[config.mk]
export PLATFORM = sky130hd
export DESIGN_NAME = sds_status
export DESIGN_NICKNAME = d
export VERILOG_FILES = /design/src/rtl/sds_pkg.sv /design/src/rtl/sds_sync.sv /design/src/rtl/sds_status.sv
export SDC_FILE = /design/constraint.sdc
export NUM_CORES = 1
export LEC_CHECK = 0
export ABC_CLOCK_PERIOD_IN_PS = 2400
export BUFFER_PORTS_ARGS = -buffer_cell sky130_fd_sc_hd__buf_2
export CORE_MARGIN = 2
export CORE_UTILIZATION = 39
export CTS_CLUSTER_SIZE = 8
export DETAILED_ROUTE_END_ITERATION = 7
export GPL_TIMING_DRIVEN = 0
export HOLD_SLACK_MARGIN = 0.02
export PLACE_DENSITY = 0.61
export SYNTH_ARGS = -nofsm -noshare
export SYNTH_HDL_FRONTEND = slang
export SYNTH_SLANG_ARGS = --single-unit
[constraint.sdc]
create_clock -name CLK -period 2.4 [get_ports CLK]
set_input_delay 0.24 -clock CLK [delete_from_list [all_inputs] [get_ports CLK]]
set_output_delay 0.24 -clock CLK [all_outputs]
set_load 0.01 [all_outputs]
[src/rtl/sds_pkg.sv]
`default_nettype none
package sds_pkg;
    // ****************************************
    // clock and timing
    // ****************************************
    localparam int unsigned CLK_MHZ      = 200;
    localparam int unsigned DIFF_MAX_HZ  = 10000;
    localparam int unsigned OC_MAX_HZ    = 500;
    localparam int unsigned STEP_IDLE_US = 1000;
    localparam int unsigned BLINK_MS     = 200;
    localparam int unsigned DIFF_MIN_CYC = (CLK_MHZ * 1000000 + DIFF_MAX_HZ - 1) / DIFF_MAX_HZ;
    localparam int unsigned OC_MIN_CYC   = (CLK_MHZ * 1000000 + OC_MAX_HZ - 1) / OC_MAX_HZ;
    localparam int unsigned IDLE_CYC     = STEP_IDLE_US * CLK_MHZ;
    localparam int unsigned BLINK_CYC    = BLINK_MS * 1000 * CLK_MHZ;
    localparam int unsigned SYNC_WIDTH   = 16;

    // ****************************************
    // resolution and timing output period
    // ****************************************
    localparam int unsigned QUAD         = 4;
    localparam int unsigned TIM_DIV      = 50;
    localparam int unsigned RES_A_FIRST  = 1000;
    localparam int unsigned RES_A_SECOND = 10000;
    localparam int unsigned RES_B_FIRST  = 500;
    localparam int unsigned RES_B_SECOND = 5000;
    localparam logic [11:0] TPER_A1 = 12'(RES_A_FIRST * QUAD / TIM_DIV);
    localparam logic [11:0] TPER_A2 = 12'(RES_A_SECOND * QUAD / TIM_DIV);
    localparam logic [11:0] TPER_B1 = 12'(RES_B_FIRST * QUAD / TIM_DIV);
    localparam logic [11:0] TPER_B2 = 12'(RES_B_SECOND * QUAD / TIM_DIV);

    // ****************************************
    // register map, byte addresses
    // ****************************************
    localparam logic [3:0]  CTRL_OFF    = 4'h0;
    localparam logic [3:0]  ENDWIN_OFF  = 4'h4;
    localparam logic [3:0]  STATUS_OFF  = 4'h8;
    localparam logic [3:0]  DIALS_OFF   = 4'hC;
    localparam int unsigned CTRL_ALCODE = 0;
    localparam int unsigned CTRL_WNG_EN = 1;
    localparam int unsigned CTRL_WNG_SRC = 2;
    localparam int unsigned CTRL_PUSH   = 3;
    localparam int unsigned CTRL_EXC_NC = 4;
    localparam logic [31:0] CTRL_RST    = 32'h0000_0000;
    localparam logic [15:0] ENDWIN_RST  = 16'h00B4;

    // ****************************************
    // speed filter dial, time constant in ms
    // ****************************************
    localparam logic [7:0] FILT_MS [16] = '{8'h00, 8'h01, 8'h02, 8'h03, 8'h05, 8'h07, 8'h0A, 8'h14,
                                            8'h1E, 8'h32, 8'h46, 8'h64, 8'h78, 8'h96, 8'hAA, 8'hC8};
endpackage
`default_nettype wire

[src/rtl/sds_sync.sv]
`timescale 1ns/1ps
`default_nettype none
module sds_sync #(
    parameter int unsigned W = 1
) (
    input  wire logic         clk,
    input  wire logic         resetn,
    input  wire logic [W-1:0] din,
    output logic      [W-1:0] dout
);
    typedef struct packed {
        logic [W-1:0] meta;
        logic [W-1:0] stab;
    } sds_sync_t;

    sds_sync_t s_q;
    sds_sync_t s_d;

    // two stages, only the second is read
    always_comb begin
        s_d.meta = din;
        s_d.stab = s_q.meta;
    end

    // registers
    always_ff @(posedge clk or negedge resetn) begin
        if (!resetn) begin
            s_q <= '0;
        end else begin
            s_q <= s_d;
        end
    end

    assign dout = s_q.stab;
endmodule // sds_sync
`default_nettype wire

[src/rtl/sds_status.sv]
// Functional notes
// ready goes high once initialised and the motor can take step pulses
// controller sends no step pulses before it sees ready
// alarm code on ready, torque-limit and timing-oc lines when enabled and alarmed
// torque-limit high on torque overrange or while pushing with push current set
// motion complete only with no step input and deviation inside window
// timing outputs pulse every 7.2 degrees of shaft rotation
// diff timing valid up to 10 kHz, open-collector up to 500 Hz
// resolution select toggled off-condition stops timing pulses
// phase A pulses per revolution follow resolution at power-up
// phase B lags or leads A by 90 degrees, level shows direction
// feedback lags motion by at most 0.1 ms
// warning output when enabled, source defaults to alarm conditions
// alarm drops alarm output, blinks indicator, cuts current, holds brake
// abnormal operation data alarm keeps motor current on
// alarm cause shown as number of indicator blinks
// controller stops motion commands once alarm output is low
// excitation then energise, then ready
// resolution switches sampled only at power-up
// resolution select ignored while second resolution switch set
// pulse mode switch read at power-up, step+dir or cw/ccw
// current dial 0..F gives rate in 6.25 percent steps
// speed filter dial maps to fixed time constant table
// motor energised only while excitation input active, polarity selectable
// resettable alarm cleared on falling edge of alarm clear input
// no alarm means shared lines keep their normal meaning
// motion complete low during step input or alarm current cut
`timescale 1ns/1ps
`default_nettype none
module sds_status
    import sds_pkg::*;
#(
    parameter int unsigned DIFF_CYC = sds_pkg::DIFF_MIN_CYC,
    parameter int unsigned OC_CYC   = sds_pkg::OC_MIN_CYC,
    parameter int unsigned IDL_CYC  = sds_pkg::IDLE_CYC,
    parameter int unsigned BLK_CYC  = sds_pkg::BLINK_CYC
) (
    input  wire logic               CLK,
    input  wire logic               RESETN,
    input  wire logic               WB_CYC_I,
    input  wire logic               WB_STB_I,
    input  wire logic               WB_WE_I,
    input  wire logic [3:0]         WB_ADR_I,
    input  wire logic [3:0]         WB_SEL_I,
    input  wire logic [31:0]        WB_DAT_I,
    output logic      [31:0]        WB_DAT_O,
    output logic                    WB_ACK_O,
    input  wire logic               EXCITE_IN,
    input  wire logic               STEP_PULSE_IN,
    input  wire logic               STEP_DIR_IN,
    input  wire logic               ALARM_CLEAR_IN,
    input  wire logic               RES_SELECT_IN,
    input  wire logic               RES_SECOND_SW,
    input  wire logic               RES_TABLE_B_SW,
    input  wire logic               PULSE_2P_SW,
    input  wire logic [3:0]         CURRENT_DIAL,
    input  wire logic [3:0]         SPEED_FILTER_DIAL,
    input  wire logic               TORQUE_OVER_IN,
    input  wire logic               PUSH_ACTIVE_IN,
    input  wire logic signed [15:0] DEVIATION_IN,
    input  wire logic               ROTOR_QSTEP_IN,
    input  wire logic               ROTOR_FWD_IN,
    input  wire logic               FAULT_IN,
    input  wire logic [2:0]         FAULT_CODE_IN,
    input  wire logic               FAULT_RESETTABLE_IN,
    input  wire logic               FAULT_KEEP_CURRENT_IN,
    input  wire logic               WARN_IN,
    output logic                    READY_OUT,
    output logic                    TORQUE_LIMIT_OUT,
    output logic                    END_OUT,
    output logic                    TIMING_OUT_DIFF,
    output logic                    TIMING_OUT_OC,
    output logic                    FEEDBACK_PHASE_A,
    output logic                    FEEDBACK_PHASE_B,
    output logic                    WARNING_OUT,
    output logic                    ALARM_OUT,
    output logic                    ALARM_LED,
    output logic                    MOTOR_ENABLE,
    output logic                    BRAKE_HOLD,
    output logic                    RES_SECOND_ACTIVE,
    output logic                    PULSE_MODE_2P,
    output logic [4:0]              CURRENT_RATE,
    output logic [7:0]              FILTER_MS
);
    import sds_pkg::*;

    typedef struct packed {
        logic [31:0] ctrl;
        logic [15:0] endwin;
        logic        ack;
        logic [31:0] rdat;
        logic [1:0]  init;
        logic        res_sec;
        logic        res_tab_b;
        logic        pm_2p;
        logic        a_prev;
        logic        b_prev;
        logic        cs_prev;
        logic        clr_prev;
        logic [31:0] gap;
        logic [31:0] last_gap;
        logic [11:0] tpos;
        logic        tim_lost;
        logic [1:0]  quad;
        logic        alarm_out;
        logic        keep;
        logic        rst_ok;
        logic [2:0]  code;
        logic [31:0] blk;
        logic [4:0]  slot;
        logic        ready;
        logic        torque_limit_out;
        logic        endo;
        logic        timd;
        logic        timo;
        logic        pha;
        logic        phb;
        logic        warning_out;
        logic        almo;
        logic        led;
        logic        moten;
        logic        brake;
        logic        res_act;
        logic [4:0]  cur;
        logic [7:0]  filt;
    } sds_state_t;

    sds_state_t s_q;
    sds_state_t s_d;

    // ****************************************
    // pin synchronisers
    // ****************************************
    logic [SYNC_WIDTH-1:0] pins;
    logic                  exc_n;
    logic                  a_n;
    logic                  b_n;
    logic                  clr_n;
    logic                  cs_n;
    logic                  sec_n;
    logic                  tab_n;
    logic                  p2_n;
    logic [3:0]            cur_n;
    logic [3:0]            fil_n;

    sds_sync #(.W(SYNC_WIDTH)) u_sync (
        .clk    (CLK),
        .resetn (RESETN),
        .din    ({EXCITE_IN, STEP_PULSE_IN, STEP_DIR_IN, ALARM_CLEAR_IN, RES_SELECT_IN,
                  RES_SECOND_SW, RES_TABLE_B_SW, PULSE_2P_SW, CURRENT_DIAL, SPEED_FILTER_DIAL}),
        .dout   (pins)
    );
    assign {exc_n, a_n, b_n, clr_n, cs_n, sec_n, tab_n, p2_n, cur_n, fil_n} = pins;

    // ****************************************
    // next state
    // ****************************************
    logic        step_ev;
    logic        idle;
    logic        diff_ok;
    logic        oc_ok;
    logic        tim_on;
    logic        cut;
    logic        alsel;
    logic        clr_fall;
    logic [11:0] tper;
    logic [15:0] dev_abs;
    logic        wr;

    always_comb begin
        s_d = s_q;
        // bus slave, one wait state, unmapped reads zero
        wr = WB_CYC_I && WB_STB_I && !s_q.ack;
        s_d.ack = wr;
        s_d.rdat = '0;
        if (wr && WB_WE_I) begin
            for (int i = 0; i < 4; i++) begin
                if (WB_SEL_I[i] && WB_ADR_I == CTRL_OFF) begin
                    s_d.ctrl[i*8 +: 8] = WB_DAT_I[i*8 +: 8];
                end
            end
            // window is 16 bits, upper lanes ignored
            if (WB_SEL_I[0] && WB_ADR_I == ENDWIN_OFF) begin
                s_d.endwin[7:0] = WB_DAT_I[7:0];
            end
            if (WB_SEL_I[1] && WB_ADR_I == ENDWIN_OFF) begin
                s_d.endwin[15:8] = WB_DAT_I[15:8];
            end
        end
        if (wr && !WB_WE_I) begin
            unique case (WB_ADR_I)
                CTRL_OFF:   s_d.rdat = s_q.ctrl;
                ENDWIN_OFF: s_d.rdat = {16'h0000, s_q.endwin};
                STATUS_OFF: s_d.rdat = {20'h0_0000, s_q.tim_lost, s_q.pm_2p, s_q.res_act, s_q.moten,
                                        s_q.code, s_q.keep, s_q.rst_ok, s_q.alarm_out, s_q.ready, s_q.init == 2'd3};
                DIALS_OFF:  s_d.rdat = {19'h0_0000, s_q.cur, s_q.filt};
                default:    s_d.rdat = '0;
            endcase
        end

        // power-up capture of the switches once synchronised
        if (s_q.init != 2'd3) begin
            s_d.init = s_q.init + 2'd1;
        end
        if (s_q.init == 2'd2) begin
            s_d.res_sec = sec_n;
            s_d.res_tab_b = tab_n;
            s_d.pm_2p = p2_n;
        end
        unique case ({s_q.res_tab_b, s_q.res_sec})
            2'b00: tper = TPER_A1;
            2'b01: tper = TPER_A2;
            2'b10: tper = TPER_B1;
            2'b11: tper = TPER_B2;
        endcase

        // step input watch, 2p with both edges together counts as none
        s_d.a_prev = a_n;
        s_d.b_prev = b_n;
        step_ev = s_q.pm_2p ? ((a_n && !s_q.a_prev) ^ (b_n && !s_q.b_prev)) : (a_n && !s_q.a_prev);
        s_d.gap = step_ev ? '0 : ((s_q.gap < OC_CYC) ? s_q.gap + 32'h0000_0001 : s_q.gap);
        if (step_ev) begin
            s_d.last_gap = s_q.gap;
        end
        idle = s_q.gap >= IDL_CYC;
        diff_ok = s_q.last_gap >= DIFF_CYC || s_q.gap >= DIFF_CYC;
        oc_ok = s_q.last_gap >= OC_CYC || s_q.gap >= OC_CYC;

        // shaft position within one 7.2 degree period and quadrature phase
        if (ROTOR_QSTEP_IN) begin
            if (ROTOR_FWD_IN) begin
                s_d.tpos = (s_q.tpos >= tper - 12'h001) ? 12'h000 : s_q.tpos + 12'h001;
                s_d.quad = s_q.quad + 2'd1;
            end else begin
                s_d.tpos = (s_q.tpos == 12'h000) ? tper - 12'h001 : s_q.tpos - 12'h001;
                s_d.quad = s_q.quad - 2'd1;
            end
        end
        s_d.pha = s_d.quad == 2'd1 || s_d.quad == 2'd2;
        s_d.phb = s_d.quad[1];
        tim_on = s_q.tpos == 12'h000 && !s_q.tim_lost;

        // resolution select input
        s_d.cs_prev = cs_n;
        if (s_q.init == 2'd3 && !s_q.res_sec && (cs_n ^ s_q.cs_prev) && !(tim_on && idle)) begin
            s_d.tim_lost = 1'b1;
        end
        s_d.res_act = s_q.res_sec || cs_n;

        // alarm latch, a new fault wins over the clear edge
        s_d.clr_prev = clr_n;
        clr_fall = s_q.clr_prev && !clr_n;
        if (s_q.alarm_out && s_q.rst_ok && clr_fall) begin
            s_d.alarm_out = 1'b0;
        end
        if (FAULT_IN && !s_d.alarm_out) begin
            s_d.alarm_out = 1'b1;
            s_d.code = FAULT_CODE_IN;
            s_d.rst_ok = FAULT_RESETTABLE_IN;
            s_d.keep = FAULT_KEEP_CURRENT_IN;
        end

        // indicator blinks code+1 times then stays dark five slots
        if (!s_q.alarm_out) begin
            s_d.blk = '0;
            s_d.slot = '0;
        end else if (s_q.blk >= BLK_CYC - 1) begin
            s_d.blk = '0;
            s_d.slot = (s_q.slot >= {1'b0, s_q.code, 1'b0} + 5'd5) ? 5'd0 : s_q.slot + 5'd1;
        end else begin
            s_d.blk = s_q.blk + 32'h0000_0001;
        end
        s_d.led = s_q.alarm_out && !s_q.slot[0] && s_q.slot < {1'b0, s_q.code, 1'b0} + 5'd2;

        // excitation, current cut and brake
        cut = s_q.alarm_out && !s_q.keep;
        s_d.moten = (exc_n ^ s_q.ctrl[CTRL_EXC_NC]) && s_q.init == 2'd3 && !cut;
        s_d.brake = !s_d.moten;

        // status outputs, shared lines muxed with the alarm code
        alsel = s_q.alarm_out && s_q.ctrl[CTRL_ALCODE];
        s_d.ready = alsel ? s_q.code[0] : (s_q.moten && !s_q.alarm_out);
        s_d.torque_limit_out = alsel ? s_q.code[1]
                        : (TORQUE_OVER_IN || (PUSH_ACTIVE_IN && s_q.ctrl[CTRL_PUSH]));
        s_d.timo = alsel ? s_q.code[2] : (tim_on && oc_ok);
        s_d.timd = tim_on && diff_ok;
        dev_abs = DEVIATION_IN[15] ? 16'(-DEVIATION_IN) : 16'(DEVIATION_IN);
        s_d.endo = idle && !step_ev && !cut && dev_abs <= s_q.endwin;
        s_d.warning_out = s_q.ctrl[CTRL_WNG_EN] && (s_q.ctrl[CTRL_WNG_SRC] ? WARN_IN : s_q.alarm_out);
        s_d.almo = !s_q.alarm_out;

        // dials
        s_d.cur = {1'b0, cur_n} + 5'd1;
        s_d.filt = FILT_MS[fil_n];
    end

    // ****************************************
    // state register
    // ****************************************
    always_ff @(posedge CLK or negedge RESETN) begin
        if (!RESETN) begin
            s_q <= '0;
            s_q.ctrl <= CTRL_RST;
            s_q.endwin <= ENDWIN_RST;
            s_q.last_gap <= 32'hFFFF_FFFF;
            s_q.brake <= 1'b1;
        end else begin
            s_q <= s_d;
        end
    end

    assign WB_DAT_O = s_q.rdat;
    assign WB_ACK_O = s_q.ack;
    assign READY_OUT = s_q.ready;
    assign TORQUE_LIMIT_OUT = s_q.torque_limit_out;
    assign END_OUT = s_q.endo;
    assign TIMING_OUT_DIFF = s_q.timd;
    assign TIMING_OUT_OC = s_q.timo;
    assign FEEDBACK_PHASE_A = s_q.pha;
    assign FEEDBACK_PHASE_B = s_q.phb;
    assign WARNING_OUT = s_q.warning_out;
    assign ALARM_OUT = s_q.almo;
    assign ALARM_LED = s_q.led;
    assign MOTOR_ENABLE = s_q.moten;
    assign BRAKE_HOLD = s_q.brake;
    assign RES_SECOND_ACTIVE = s_q.res_act;
    assign PULSE_MODE_2P = s_q.pm_2p;
    assign CURRENT_RATE = s_q.cur;
    assign FILTER_MS = s_q.filt;
endmodule // sds_status
`default_nettype wire

### After elaboration in Yosys (flattened, before gate mapping)

Memories as Yosys holds them, arrays and structs flattened. A register that Yosys moved wholly into a read port is not among the register bits.
Cells that the tools add are included.
Widths: inputs -> output; s select.

| storage, ports and cells | value |
|---|---|
| memory bits (read-only) | 128 |
| memory bits (writable) | 0 |
| memories kept | 1 |
| flip-flop bits (word level) | 262 |
| logic and storage cells | 172 |
| bits of input ports | 88 |
| bits in latches | 0 |

| operators by class | value |
|---|---|
| shift operators | 0 |
| multipliers | 0 |
| bitwise operators | 4 |
| divide/modulo/power cells | 0 |
| equality and inequality tests | 12 |
| reduce and logical (&&, ||, !) cells | 66 |
| $lt $le $gt $ge | 11 |
| $add $sub $neg | 13 |
| multiplexer cells | 22 |

Memory list:

| name | depth | width | read ports | clocked after Yosys merged registers in | wr ports | line | RTL |
|---|---|---|---|---|---|---|---|
| (no name shown) | 16 | 8 | 1 | 1 | 0 | sds_status.sv:294 | `s_d.filt = FILT_MS[fil_n];` |

Operator list:

| operator | count |
|---|---|
| $mux 32 | 4 |
| $pmux 32 s4 | 1 |
| $add 32x1->32 const B | 2 |
| $ge 32x15->1 const B | 2 |
| $ge 32x19->1 const B | 2 |
| $pmux 12 s4 | 1 |
| $mux 37 | 1 |
| $mux 12 | 3 |
| $logic_and 1x1->1 | 35 |
| $ge 32x18->1 const B | 1 |
| $ge 32x26->1 const B | 1 |
| $lt 32x19->1 const B | 1 |
| $sub 12x1->12 const B | 2 |
| $le 16x16->1 | 1 |
| $logic_not 1->1 | 16 |
| $mux 16 | 1 |
| $neg 16->16 | 1 |
| $add 12x1->12 const B | 1 |
| $ge 12x12->1 | 1 |
| $logic_not 12->1 | 1 |
| $reduce_and 2->1 | 6 |
| $eq 2x2->1 const B | 5 |
| $mux 5 | 2 |
| $eq 4x4->1 const B | 2 |
| 21 further kinds | 35 |

### Logic depth before layout (Yosys ltp)

Gate-level depths: netlist of run 1.

| logic depth | value |
|---|---|
| word-level depth | 8 |
| gate-level depth with buffers | 12 |
| depth with buffers taken out | 12 |

### Hierarchy

Synthesis of run 1 repeated with hierarchy kept, for this count alone.

| unflattened totals | value |
|---|---|
| cells, all modules | 1,182 |
| area, all modules | 12,605.8 um^2 |

By module, submodules not included:

| module | instances | cells an instance | area each (um^2) |
|---|---|---|---|
| sds_status | 1 | 1,150 | 11,805.1 |
| sds_sync | 1 | 32 | 800.8 |

### Least setup slack after synthesis of run 1

OpenSTA, ideal clock, no wires.

| timing | value |
|---|---|
| kind | input to register |
| from | input port DEVIATION_IN[3] |
| to | register s_q, in the netlist END_OUT |
| path slack | -0.419 ns |
| setup time | 0.124 ns |
| stages | 9 |
| arrival | 2.695 ns |
| path buffers | 0 |
| path through | or4_1 -> or3_1 -> o41ai_1 -> xnor2_1 -> ha_1 -> nand4_1 -> a2111oi_0 -> nor4_1 -> o31a_1 |

RTL lines:

| element | line | RTL |
|---|---|---|
| from (decl) | sds_status.sv:60 | `input wire logic signed [15:0] DEVIATION_IN,` |
| to (decl) | sds_status.sv:128 | `sds_state_t s_q;` |

==> results of run 1 <==
## layout make-up
| cell class | instances | area [um^2] | share of cell area (%) |
|---|---|---|---|
| flip-flops and latches | 264 | 6650 | 41.8 |
| clock inverters | 4 | 85.1 | 0.534 |
| multi-input cells | 771 | 5430 | 34.1 |
| plain buffers | 96 | 547 | 3.43 |
| well taps | 402 | 503 | 3.16 |
| diodes | 1 | 2.50 | 0.0157 |
| inverters | 51 | 191 | 1.20 |
| repair buffers | 213 | 1440 | 9.04 |
| clock buffers | 67 | 1080 | 6.79 |
## per-stage QoR
stage	instances	setup slack [ns]	hold WS [ns]	area [um^2]
2_1_floorplan	1182	-0.273	-0.0556	12600
3_3_place_gp	1729	-3.85	0.333	13900
3_5_place_dp	1731	-0.643	0.211	13900
4_1_cts	1864	-0.0593	0.0405	15800
5_1_grt	1868	-0.219	0.0403	15900
6_report	1869	-0.100	0.0584	15900
## metal layers
| metal | wire, um | up-vias |
|---|---|---|
| met5 | 0 | - |
| met4 | 694 | 0 |
| met3 | 1540 | 57 |
| met2 | 14300 | 238 |
| met1 | 14300 | 4669 |
| li1 | - | 4614 |
## power by group through the flow
stage / clock network (mW) / logic [mW] / registers, mW
after floorplan: 0 / 1.33 / 5.03
after global placement: 0 / 1.86 / 5.09
after detailed placement: 0 / 1.91 / 5.09
after CTS: 5.28 / 2.04 / 5.03
after global routing: 5.49 / 2.44 / 5.08
final: 5.13 / 2.17 / 5.04
## placed cells by master, fill, tap and decap left out, types with 8 or more instances in the layout
cell type / count
sky130_fd_sc_hd__a211oi_1: 11
sky130_fd_sc_hd__a21oi_1: 38
sky130_fd_sc_hd__a22oi_1: 28
sky130_fd_sc_hd__a31oi_1: 8
sky130_fd_sc_hd__and2_1: 35
sky130_fd_sc_hd__and3_1: 17
sky130_fd_sc_hd__buf_2: 150
sky130_fd_sc_hd__buf_4: 55
sky130_fd_sc_hd__clkbuf_1: 63
sky130_fd_sc_hd__clkbuf_16: 39
sky130_fd_sc_hd__dfrtp_1: 230
sky130_fd_sc_hd__dfstp_2: 32
sky130_fd_sc_hd__dlygate4sd3_1: 56
sky130_fd_sc_hd__ha_1: 49
sky130_fd_sc_hd__inv_1: 51
sky130_fd_sc_hd__mux2_2: 54
sky130_fd_sc_hd__mux2i_1: 8
sky130_fd_sc_hd__nand2_1: 133
sky130_fd_sc_hd__nand2b_1: 9
sky130_fd_sc_hd__nand3_1: 27
sky130_fd_sc_hd__nand4_1: 23
sky130_fd_sc_hd__nor2_1: 75
sky130_fd_sc_hd__nor2b_1: 9
sky130_fd_sc_hd__nor3_1: 15
sky130_fd_sc_hd__nor4_1: 9
sky130_fd_sc_hd__o211ai_1: 8
sky130_fd_sc_hd__o21ai_0: 36
sky130_fd_sc_hd__or3_1: 8
sky130_fd_sc_hd__xnor2_1: 37
sky130_fd_sc_hd__xor2_1: 21
## worst register-to-register path, cell delays in order, from the launching register on
cell                        delay [ns]
sky130_fd_sc_hd__dfrtp_2          0.43
sky130_fd_sc_hd__nand2b_1         0.19
sky130_fd_sc_hd__ha_4             0.25
sky130_fd_sc_hd__a2111oi_4        0.30
sky130_fd_sc_hd__o211ai_1         0.18
sky130_fd_sc_hd__a211o_2          0.43
sky130_fd_sc_hd__nor4b_1          0.27
sky130_fd_sc_hd__a211o_1          0.15
## worst paths after layout
kind,startpoint,end,slack (ns),cells past startpoint
worst max-delay path,DEVIATION_IN[6],END_OUT,-0.10,11
worst min-delay path,TORQUE_OVER_IN,TORQUE_LIMIT_OUT,0.06,3
worst max register to register,s_q[153],s_q[80],0.13,7
worst min register to register,u_sync.s_d[14],u_sync.dout[14],0.34,0
max in group asynchronous,RESETN,WB_DAT_O[14],0.81,4
min in group asynchronous,RESETN,s_q[46],0.24,2
## timing repair
item,in CTS,in global routing
resized for setup,12,33
buffers inserted,6,4
pin swaps,10,11
hold buffers,56,0
endpoints found under the hold margin,121,0
endpoints found under the setup margin,10,59
## flip-flops by register name, summed over array words and instances (netlist names), 5 cells and up
name          flops
u_sync.dout      16
CURRENT_RATE      5
s_q             172
u_sync.s_d       16
WB_DAT_O         32
FILTER_MS         8
## cells by family after synthesis
kind of cell               after synthesis  synth area share (%)
AOI/OAI and AO/OA                      195                  10.8
xor gates and xnor gates                58                  4.04
adders and majority gates               50                  4.97
buffers and inverters                  147                  5.81
DFF                                    264                  52.8
muxes                                   62                  5.47
other                                    1                0.0298
and+or+nand+nor                        400                  16.1
==> run summary, run 1 <==
The flow ran to the end, but the final reports show violations. The final reports fail on setup timing. Largest area contributor in the synthesized netlist: sky130_fd_sc_hd__dfrtp_1. The busiest layer in global routing was met2. Walking the worst path, the cells encountered are buf_6 > or4_4 > or3_4 > o41ai_4 > xnor2_1 > ha_1 > nand4_1 > buf_4 > a211oi_1 > nor4_1 > o31a_1.

For this run, the share of the core covered by cells in the final layout is 50.3%. Summed over all layers, the global routing overflow is 0. The clock period minus final worst setup slack is 2.50 ns. Of the cells placed in the final design, the portion with a size suffix greater than 1 is 25.9%.

Sequential elements use 52.8% of the synthesized area. The later pin in the worst-skew pair is clocked with a latency of 0.52 ns. Global routing used 29.7% of the available met2 tracks. The critical path class was in2reg. The synthesized design contains 0 enable-type register cells. The die height is 184 um, and the count of routing violations after the opening detailed-route iteration is 610. The post-route worst setup slack came out at -0.100 ns. The launching element type of the critical path was an input pin.

For the number of I/O pins, the log shows 148. The tools report the initial antenna violation count as 0. Dividing the synthesized area by the synthesized cell count gives 10.7 um^2.

The HPWL after detailed placement is 21400 um, and the switching part of the total is 27.9%. In this run, the combinational gates consume 17.6% of the power. The tools report the capturing element type of the critical path as a flip-flop.

Of the available clock period, the critical path in the final layout requires 104%. The highest cell delay on the worst timing path is 0.52 ns, and the count of port buffers added during placement is 145. The number of buffer and inverter stages on the critical path works out to 2.

The first detailed-routing pass took 5 iterations. The global-route usage over all layers is 18.4%, and the tightest slew margin relative to the limit is 35.2%. Setup repair after global routing could not meet its margin everywhere. The async set-reset flop share out of synthesis was 100%; the netlist area before placement was 0.0126 mm^2. The worst-margin pin slew is 0.969 ns, and the sequential share of power is 40.9%. For this run, design rule violations remaining after detail routing come to 0. Top cell family by delay on the critical path: simple AND/OR/NAND/NOR gates.

The root buffer cell chosen for the clock tree is sky130_fd_sc_hd__clkbuf_16. By count the netlist is led by 232 x sky130_fd_sc_hd__dfrtp_1, 133 x sky130_fd_sc_hd__nand2_1, 76 x sky130_fd_sc_hd__nor2_1, 54 x sky130_fd_sc_hd__mux2_2, 51 x sky130_fd_sc_hd__inv_1. Among all flip-flop cells after synthesis, the most frequent one is sky130_fd_sc_hd__dfrtp_1. The clock passes through at most 3 buffers.

The number of synthesized register bits is 264. Of the total power, the clock network draws 41.6%. At the end of routability-driven placement, the weighted congestion stood at 0.868. The run gives 1574 as the final net count. The floorplan has 65 rows.

The die covers 0.0337 mm^2. Dominant cell by count in the synthesized netlist: sky130_fd_sc_hd__dfrtp_1. After detailed routing, the number of vias per cell comes to 5.12. The number of fillers in the final layout is 2856. The static leakage power is 7.52 nW, and the total number of vias is 9578. In this run the remaining antenna-violating nets after routing total 0. TritonCTS created 39 clock buffers. The final routed wire length divided by cell count works out to 16.5 um. Power spread over the standard cell area amounts to 775 mW/mm^2. The tools report the internal power of the cells as 8.90 mW.

TritonCTS built the clock tree. The top cell type by area accounts for 46.1% of the synthesized area. Cell at the slowest stage of the critical path: sky130_fd_sc_hd__or4_4. The clock drives 264 sinks.

The via count of the first global-routing pass was 9582; the met1 capacity usage during global routing was 25.5%. IR analysis of the VDD net gives a maximum drop of 0.426 mV. The number of warnings issued by yosys is 0.

Maximum fanout encountered on the critical timing path: 4. Number of distinct standard cells referenced by the synthesized netlist: 67. The number of instances in the synthesized netlist was 1177; the setup total negative slack was -0.100 ns. The area growth from synthesis to layout is 26.6%.

Derived from the worst setup path, the maximum achievable clock frequency is 400 MHz. The setup violation total in the final timing report came out at 1. The run gives 2 as the deepest level of the CTS H-tree. The tools report the area of the core as 0.0316 mm^2. Max-cap violations in this run came to 0. The final layout contains routed wiring with a total length of 30900 um. Global-route wire length before repair: 50000 um. The largest net degree at the start of global routing is 104, and the hold violation total from the final report is 0. The tools report the power consumption as 12.3 mW. Global routing consumed, on the met3 layer, 3.19% of the routing resources. Yosys attributes the largest share of cell area to sky130_fd_sc_hd__dfrtp_1 46%, sky130_fd_sc_hd__dfstp_2 6.7%, sky130_fd_sc_hd__ha_1 5.0%. The clock arrives with 0.0201 ns of skew. The die is 184 um wide.

After clock tree synthesis, the clock-pin slew on the worst setup and hold paths is 0.05 ns. Path class of the lowest-slack min-delay path: in2reg. The endpoint arrival time on the critical path came out at 2.89 ns. The tools report the effective utilization at floorplan as 39.8%.

The switching power summed over all nets is 3.44 mW, and the number of pins with negative max-slew slack in the final report is 0. The required time of the worst setup path came out at 2.79 ns.
Power figures use the tool's default switching activity.
==> run 2: changes to the inputs <==
SYNTH_HIERARCHICAL = 1   (was not set)
==> run summary, run 2 <==
The analysis attributes to cell leakage a power of 7.47 nW. The area of the core was 0.0317 mm^2; the setup violation total in the final timing report was 1. In this run the mean area of a mapped cell was 10.7 um^2. The fmax is 393 MHz. Synthesis inferred 264 register bits.

After detailed routing, the number of remaining DRC violations is 0. The final net count came out at 1583. The share of the Yosys chip area taken by registers is 52.7%. The run gives 0.51 ns as the insertion delay of the later-clocked pin in the worst-skew pair.

The die footprint was 0.0338 mm^2; the aggregate routed wire length was 31500 um. The post-placement cell count was 1738. In the global route stage, overall resource usage came out at 18.6%. The run finished, with violations left.

The initial antenna violation count was 0. The launching element type of the critical path is an input pin. For this run, the detailed router's first-pass iteration total came to 5. Setup total negative slack on the finished layout was measured at -0.147 ns. Counting instances in the post-synthesis netlist gives the leading cell types as 232 x sky130_fd_sc_hd__dfrtp_1, 132 x sky130_fd_sc_hd__nand2_1, 59 x sky130_fd_sc_hd__nor2_1, 55 x sky130_fd_sc_hd__mux2_2, 52 x sky130_fd_sc_hd__inv_1. The tools report the hold violation total from the final report as 0.

The detailed router finished its first iteration with 553 violations. TritonCTS built the clock tree. The standard cell area after detailed placement came out at 0.0140 mm^2.

TritonCTS buffer count: 38. Leaving out fill and tap cells, the most frequent cell in the layout is sky130_fd_sc_hd__dfrtp_1. The largest total area in the synthesized netlist belongs to sky130_fd_sc_hd__dfrtp_1. The checks that failed: setup timing. CTS placed an instance of sky130_fd_sc_hd__clkbuf_16 at the clock tree root.

For the final database, setup skew stands at 0.0153 ns. The cell count after synthesis came out at 1182. The number of flops mapped to enable cells by yosys works out to 0. The floorplan step set the die height to 184 um. For the via count of the first global-routing pass, the log shows 9611. The longest clock path from root to sink contains 3 buffers.

Endpoint arrival time on the critical path: 2.97 ns. The final routed wire length divided by cell count works out to 16.9 um. Yosys mapped the design onto 65 distinct sky130hd cell types. For this run, the leading register cell type out of synthesis is sky130_fd_sc_hd__dfrtp_1. Setup repair after global routing could not meet its margin everywhere. In the synthesized netlist the async set-or-reset flop fraction comes to 100%. The H-tree generated during clock tree synthesis spans 2 levels. CTS sink count: 264. The clock period minus final worst setup slack is 2.55 ns.

For the count of placed standard cells in the final layout, fillers left out, the log shows 1868. Register with the highest flop count: s_q. Prior to clock tree synthesis, the placed netlist has a worst setup slack of -0.808 ns. The slowest stage of the critical path is the sky130_fd_sc_hd__or4_1 cell. Dividing total power by cell area gives a power density of 756 mW/mm^2.

The worst-case IR drop observed on VDD is 0.417 mV. Once layout is done, the placed cells without fillers occupy 0.0159 mm^2. Along the worst path, the maximum fanout reaches 4. The total number of vias was 9682; the number of rows in the core area was 65. The min-delay analysis places its worst path in the category in2reg.

The top cell type by area accounts for 46.1% of the synthesized area. The completed layout was analyzed and its total power is 12.0 mW. The number of I/O pins is 148, and the HPWL after detailed placement is 21900 um.

Of the cells placed in the final design, the portion with a size suffix greater than 1 is 26.1%. The run gives 0 as the number of nets with antenna violations after routing. The netlist area before placement is 0.0126 mm^2.

The period utilization is 106%. The number of buffer and inverter stages on the critical path is 1, and the highest cell delay on the worst timing path is 0.53 ns. Entering global routing, the biggest net connects 121 pins.

After global routing the overflow that remains totals 0. Die outline width: 184 um. The effective utilization at floorplan came out at 39.7%. Routability-driven placement finished with a final weighted congestion of 0.886.

The flip-flop count of the largest register after layout is 172, and the reg-to-reg setup timing slack is 0.05 ns. In this design, the largest share of critical-path delay is due to simple AND/OR/NAND/NOR gates. The run gives 0.0404 ns as the worst hold slack.

Clock-pin slew was measured on the worst setup and hold paths at 0.05 ns. The first global-routing pass estimated 50000 um of wire. For the required time of the worst setup path, the log shows 2.83 ns. Dominant cell by count in the synthesized netlist: sky130_fd_sc_hd__dfrtp_1. The top cell types in the final layout, fill and taps aside, are 229 x sky130_fd_sc_hd__dfrtp_1, 143 x sky130_fd_sc_hd__buf_2, 132 x sky130_fd_sc_hd__nand2_1, 62 x sky130_fd_sc_hd__buf_4, 59 x sky130_fd_sc_hd__nor2_1. The vias per cell is 5.18. The number of fillers in the final layout was 2858; the number of maximum-capacitance constraint violations was 0. The antenna diode instance count was 0.

The core utilization of the finished layout was 50.2%; the area growth from synthesis to final layout was 26.2%. The worst setup path is captured at a flip-flop. For the pin with the worst max-slew slack, the measured transition is 1.00 ns.

The post-route worst setup slack came out at -0.147 ns. The critical path class is in2reg. Buffers placed on the I/O ports in this run total 147.

In this run the tightest slew margin relative to its limit is 32.6%. By area the synthesized netlist is led by sky130_fd_sc_hd__dfrtp_1 46%, sky130_fd_sc_hd__dfstp_2 6.7%, sky130_fd_sc_hd__ha_1 5.0%. For the number of pins with negative max-slew slack in the final report, the log shows 0. The critical path goes through buf_6 > or4_4 > or3_4 > o21ai_4 > xnor2_2 > ha_1 > a211o_1 > o211ai_1 > a21oi_1 > or4_1 > a211oi_2. The number of warnings issued by yosys was 6.
-- run 2: worst min-delay path, cell delays in order --
cell                      delay (ns)
sky130_fd_sc_hd__buf_2          0.08
sky130_fd_sc_hd__a21oi_1        0.06
sky130_fd_sc_hd__a21oi_1        0.13
-- run 2: what timing repair did --
action,4_1_cts,5_1_grt
buffers inserted,7,9
hold buffers,57,0
endpoints found under the hold margin,130,0
setup endpoints to repair,44,51
pin swaps,15,11
resized for setup,30,18
-- run 2: cells by family after synthesis --
logic type,count (synthesis),synth area share [%]
buffers and inverters,142,5.65
DFF,264,52.7
and+or+nand+nor,407,16.6
other,1,0.0297
muxes,68,5.95
adders and majority gates,50,4.96
xor gates and xnor gates,52,3.61
AOI/OAI and AO/OA,198,10.5
-- run 2: layer usage --
metal	global-route usage (%)	wire length [um]	vias to the layer above
met1	25.0	14200	4735
met3	3.19	1610	56
met4	5.54	727	0
li1	-	-	4642
met5	0	0	-
met2	30.8	15000	249
-- run 2: final cells by class --
type / count / area (um^2) / area share, %
Tap cell: 402 / 503 / 3.16
Clock inverter: 1 / 8.76 / 0.0550
Inverter: 52 / 195 / 1.23
Sequential cell: 264 / 6650 / 41.8
Multi-Input combinational cell: 781 / 5470 / 34.4
Buffer: 86 / 520 / 3.27
Timing Repair Buffer: 222 / 1510 / 9.47
Clock buffer: 60 / 1050 / 6.63
-- run 2: path summary, 6_finish.rpt --
kind | end | cells past startpoint | startpoint
worst min-delay path | TORQUE_LIMIT_OUT | 3 | PUSH_ACTIVE_IN
worst max register to register | s_q[79] | 8 | s_q[78]
max in group asynchronous | s_q[132] | 3 | RESETN
worst max-delay path | END_OUT | 11 | DEVIATION_IN[6]
min in group asynchronous | s_q[75] | 2 | RESETN
worst min register to register | u_sync/dout[13] | 0 | u_sync/s_d[13]
-- run 2: power breakdown --
group	switching [mW]	internal, mW
clock	1.89	2.97
sequential	0.284	4.76
combinational	1.14	0.990
total	3.30	8.73
==> run 3: changes to the inputs <==
ABC_CLOCK_PERIOD_IN_PS = 3250   (was 2400)
PLACE_DENSITY = not set   (was 0.61)
clock period = 3.25 ns   (was 2.4 ns; I/O delays follow)
==> run summary, run 3 (synthesized netlist as in run 2, its figures left out) <==
The register with the highest flop count is s_q. The die outline width was 184 um. The critical path is of the in2reg type.

The master cell of the clock root buffer is sky130_fd_sc_hd__clkbuf_16. The period utilization is 89.1%, and the total number of vias is 9461. The depth of the worst register-to-register path is 7. At the end of routability-driven placement, the weighted congestion stood at 0.868. The count of routing violations after the opening detailed-route iteration was 565. Counting I/O delays and the setup requirement, the final critical path takes 2.90 ns. For the count of placed standard cells in the final layout, fillers left out, the log shows 1825.

The final clock skew was 0.0280 ns; the CTS clock-pin slew for the worst setup and hold paths was 0.05 ns. For this run, the detailed router's first-pass iteration total came to 5. The worst register-to-register path has a setup slack of 0.36 ns. The vias per cell came out at 5.18. The required time of the worst setup path is 3.68 ns, and the post-placement cell count is 1740. The via count of the first global-routing pass is 9389. The worst hold path passes through 2 cells.

The number of buffers inserted by post-CTS setup repair was 0. After detailed routing, the total wire length is 30300 um. TritonCTS built the clock tree.

The die height works out to 184 um. The most frequent standard cell in the layout excluding fill and tap cells is sky130_fd_sc_hd__dfrtp_1. Across the whole layout, storage elements account for 0.00665 mm^2. The initialized floorplan defines 65 standard-cell rows.

The area growth from synthesis to final layout was 21.0%; the global-route wire length before repair was 49100 um. Summing internal, switching and leakage power gives 8.75 mW. The proportion of layout cells with a drive suffix above 1 was 24.0%.

The endpoint identified for the worst register-to-register timing path is s_q[82]. The worst supply voltage drop on vdd was 0.401 mV; the number of fillers in the final layout was 2999. At the later pin of the worst-skew pair, clock insertion delay measures 0.52 ns.

For the pin with the worst max-slew slack, the measured transition is 1.09 ns. In this run the remaining antenna-violating nets after routing total 0. The logs give 0 for the antenna diode instance count and 22000 um for the HPWL after detailed placement.

The aggregate global routing overflow is 0. The run gives 264 as the CTS sink count. The worst min-delay path startpoint was WB_DAT_I[22]. The count of buffers added on input and output ports is 147. For the static leakage power, the log shows 7.19 nW.

After detailed routing, the number of remaining DRC violations is 0. The number of I/O pins is 148. For the worst setup path, the data arrival time is 3.33 ns.

The area of the multi-input gates was 0.00528 mm^2. The final net count was 1536. Of all nets on the critical path, the largest fanout is 5.

The worst setup path is captured at a flip-flop. The run gives 0 as the setup violation total in the final timing report. In the global route stage, overall resource usage came out at 18.2%. Setup repair after global routing left no endpoint under its margin. Number of maximum-capacitance constraint violations: 0.

The register with the most flip-flops in the layout has 172 of them. The initial antenna violation count was 0. The worst pin sits at a relative slew slack of 26.9%. The initial utilization of the core area, before any placement, comes to 39.7%. TritonCTS created 39 clock buffers. The top cell types in the final layout, fill and taps aside, are 232 x sky130_fd_sc_hd__dfrtp_1, 149 x sky130_fd_sc_hd__buf_2, 132 x sky130_fd_sc_hd__nand2_1, 62 x sky130_fd_sc_hd__clkbuf_1, 59 x sky130_fd_sc_hd__nor2_1. For this design the ratio of total power to cell area is 574 mW/mm^2. The hold violation total from the final report came out at 0.

The clock passes through at most 3 buffers. The tools report the deepest level of the CTS H-tree as 2. Final routed wire length divided by cell count: 16.6 um. For hold timing, the worst endpoint is s_q[228].

The run finished with clean final reports. For the die footprint, the log shows 0.0338 mm^2. The tools report the launching element type of the critical path as an input pin. The run gives 0.0317 mm^2 as the area of the core. The number of pins with negative max-slew slack in the final report is 0, and the fmax is 345 MHz.

The beginning of the worst register-to-register path is s_q[154]. Entering global routing, the biggest net connects 112 pins. The worst hold path belongs to the class in2reg.
[run 3: how the worst max path moves through the flow]
stage                     cells past startpoint            start  slack (ns)       end
after floorplan                              10  DEVIATION_IN[3]        0.20   END_OUT
after global placement                        1           RESETN       -3.03  s_q[116]
after detailed placement                     11  DEVIATION_IN[3]       -0.18   END_OUT
after CTS                                    11  DEVIATION_IN[3]        0.36   END_OUT
after global routing                          7         s_q[154]        0.10   s_q[82]
final                                        11  DEVIATION_IN[3]        0.35   END_OUT
[run 3: repair_timing]
action / 4_1_cts / 5_1_grt
gates resized for setup: 0 / 0
hold endpoints to repair: 78 / 1
hold buffers: 18 / 1
endpoints found under the setup margin: 0 / 0
[run 3: final cells by class]
| cell class | instances | area share, % |
|---|---|---|
| Tap cell | 402 | 3.30 |
| Clock inverter | 4 | 0.222 |
| Inverter | 52 | 1.28 |
| Timing Repair Buffer | 170 | 6.58 |
| Multi-Input combinational cell | 781 | 34.6 |
| Sequential cell | 264 | 43.6 |
| Clock buffer | 62 | 7.03 |
| Buffer | 90 | 3.39 |
[run 3: critical path, stage by stage]
cell                       delay, ns
sky130_fd_sc_hd__buf_2          0.13
sky130_fd_sc_hd__or4_1          0.55
sky130_fd_sc_hd__or3_1          0.44
sky130_fd_sc_hd__o21ai_0        0.23
sky130_fd_sc_hd__xnor2_1        0.16
sky130_fd_sc_hd__ha_1           0.27
sky130_fd_sc_hd__a211o_1        0.30
sky130_fd_sc_hd__o211ai_1       0.10
sky130_fd_sc_hd__a21oi_1        0.11
sky130_fd_sc_hd__or4_1          0.51
sky130_fd_sc_hd__a211oi_1       0.21
[run 3: report_power, final]
| part | internal (mW) | total, mW | switching (mW) |
|---|---|---|---|
| registers | 3.52 | 3.73 | 0.211 |
| clock network | 2.24 | 3.65 | 1.41 |
| logic | 0.604 | 1.37 | 0.765 |
[run 3: metal layers]
metal | vias up | track usage [%] | routed length [um]
met2 | 236 | 29.4 | 14000
met1 | 4624 | 24.6 | 13900
li1 | 4555 | - | -
met4 | 0 | 5.54 | 688
met5 | - | 0 | 0
met3 | 46 | 3.65 | 1760
[run 3: stage by stage]
| step | worst slack [ns] | util, % | setup TNS [ns] | hold WS, ns | cell area, um^2 |
|---|---|---|---|---|---|
| 3_5_place_dp | -0.185 | 44.0 | -0.185 | 0.305 | 14000 |
| 3_3_place_gp | -3.03 | 43.7 | -742.16 | 0.335 | 13900 |
| 5_1_grt | 0.101 | 48.1 | 0 | 0.0280 | 15200 |
| 2_1_floorplan | 0.203 | - | 0 | 0.0294 | 12600 |
| 4_1_cts | 0.357 | 48.0 | 0 | 0.0213 | 15200 |
| 6_report | 0.354 | 48.1 | 0 | 0.0387 | 15200 |
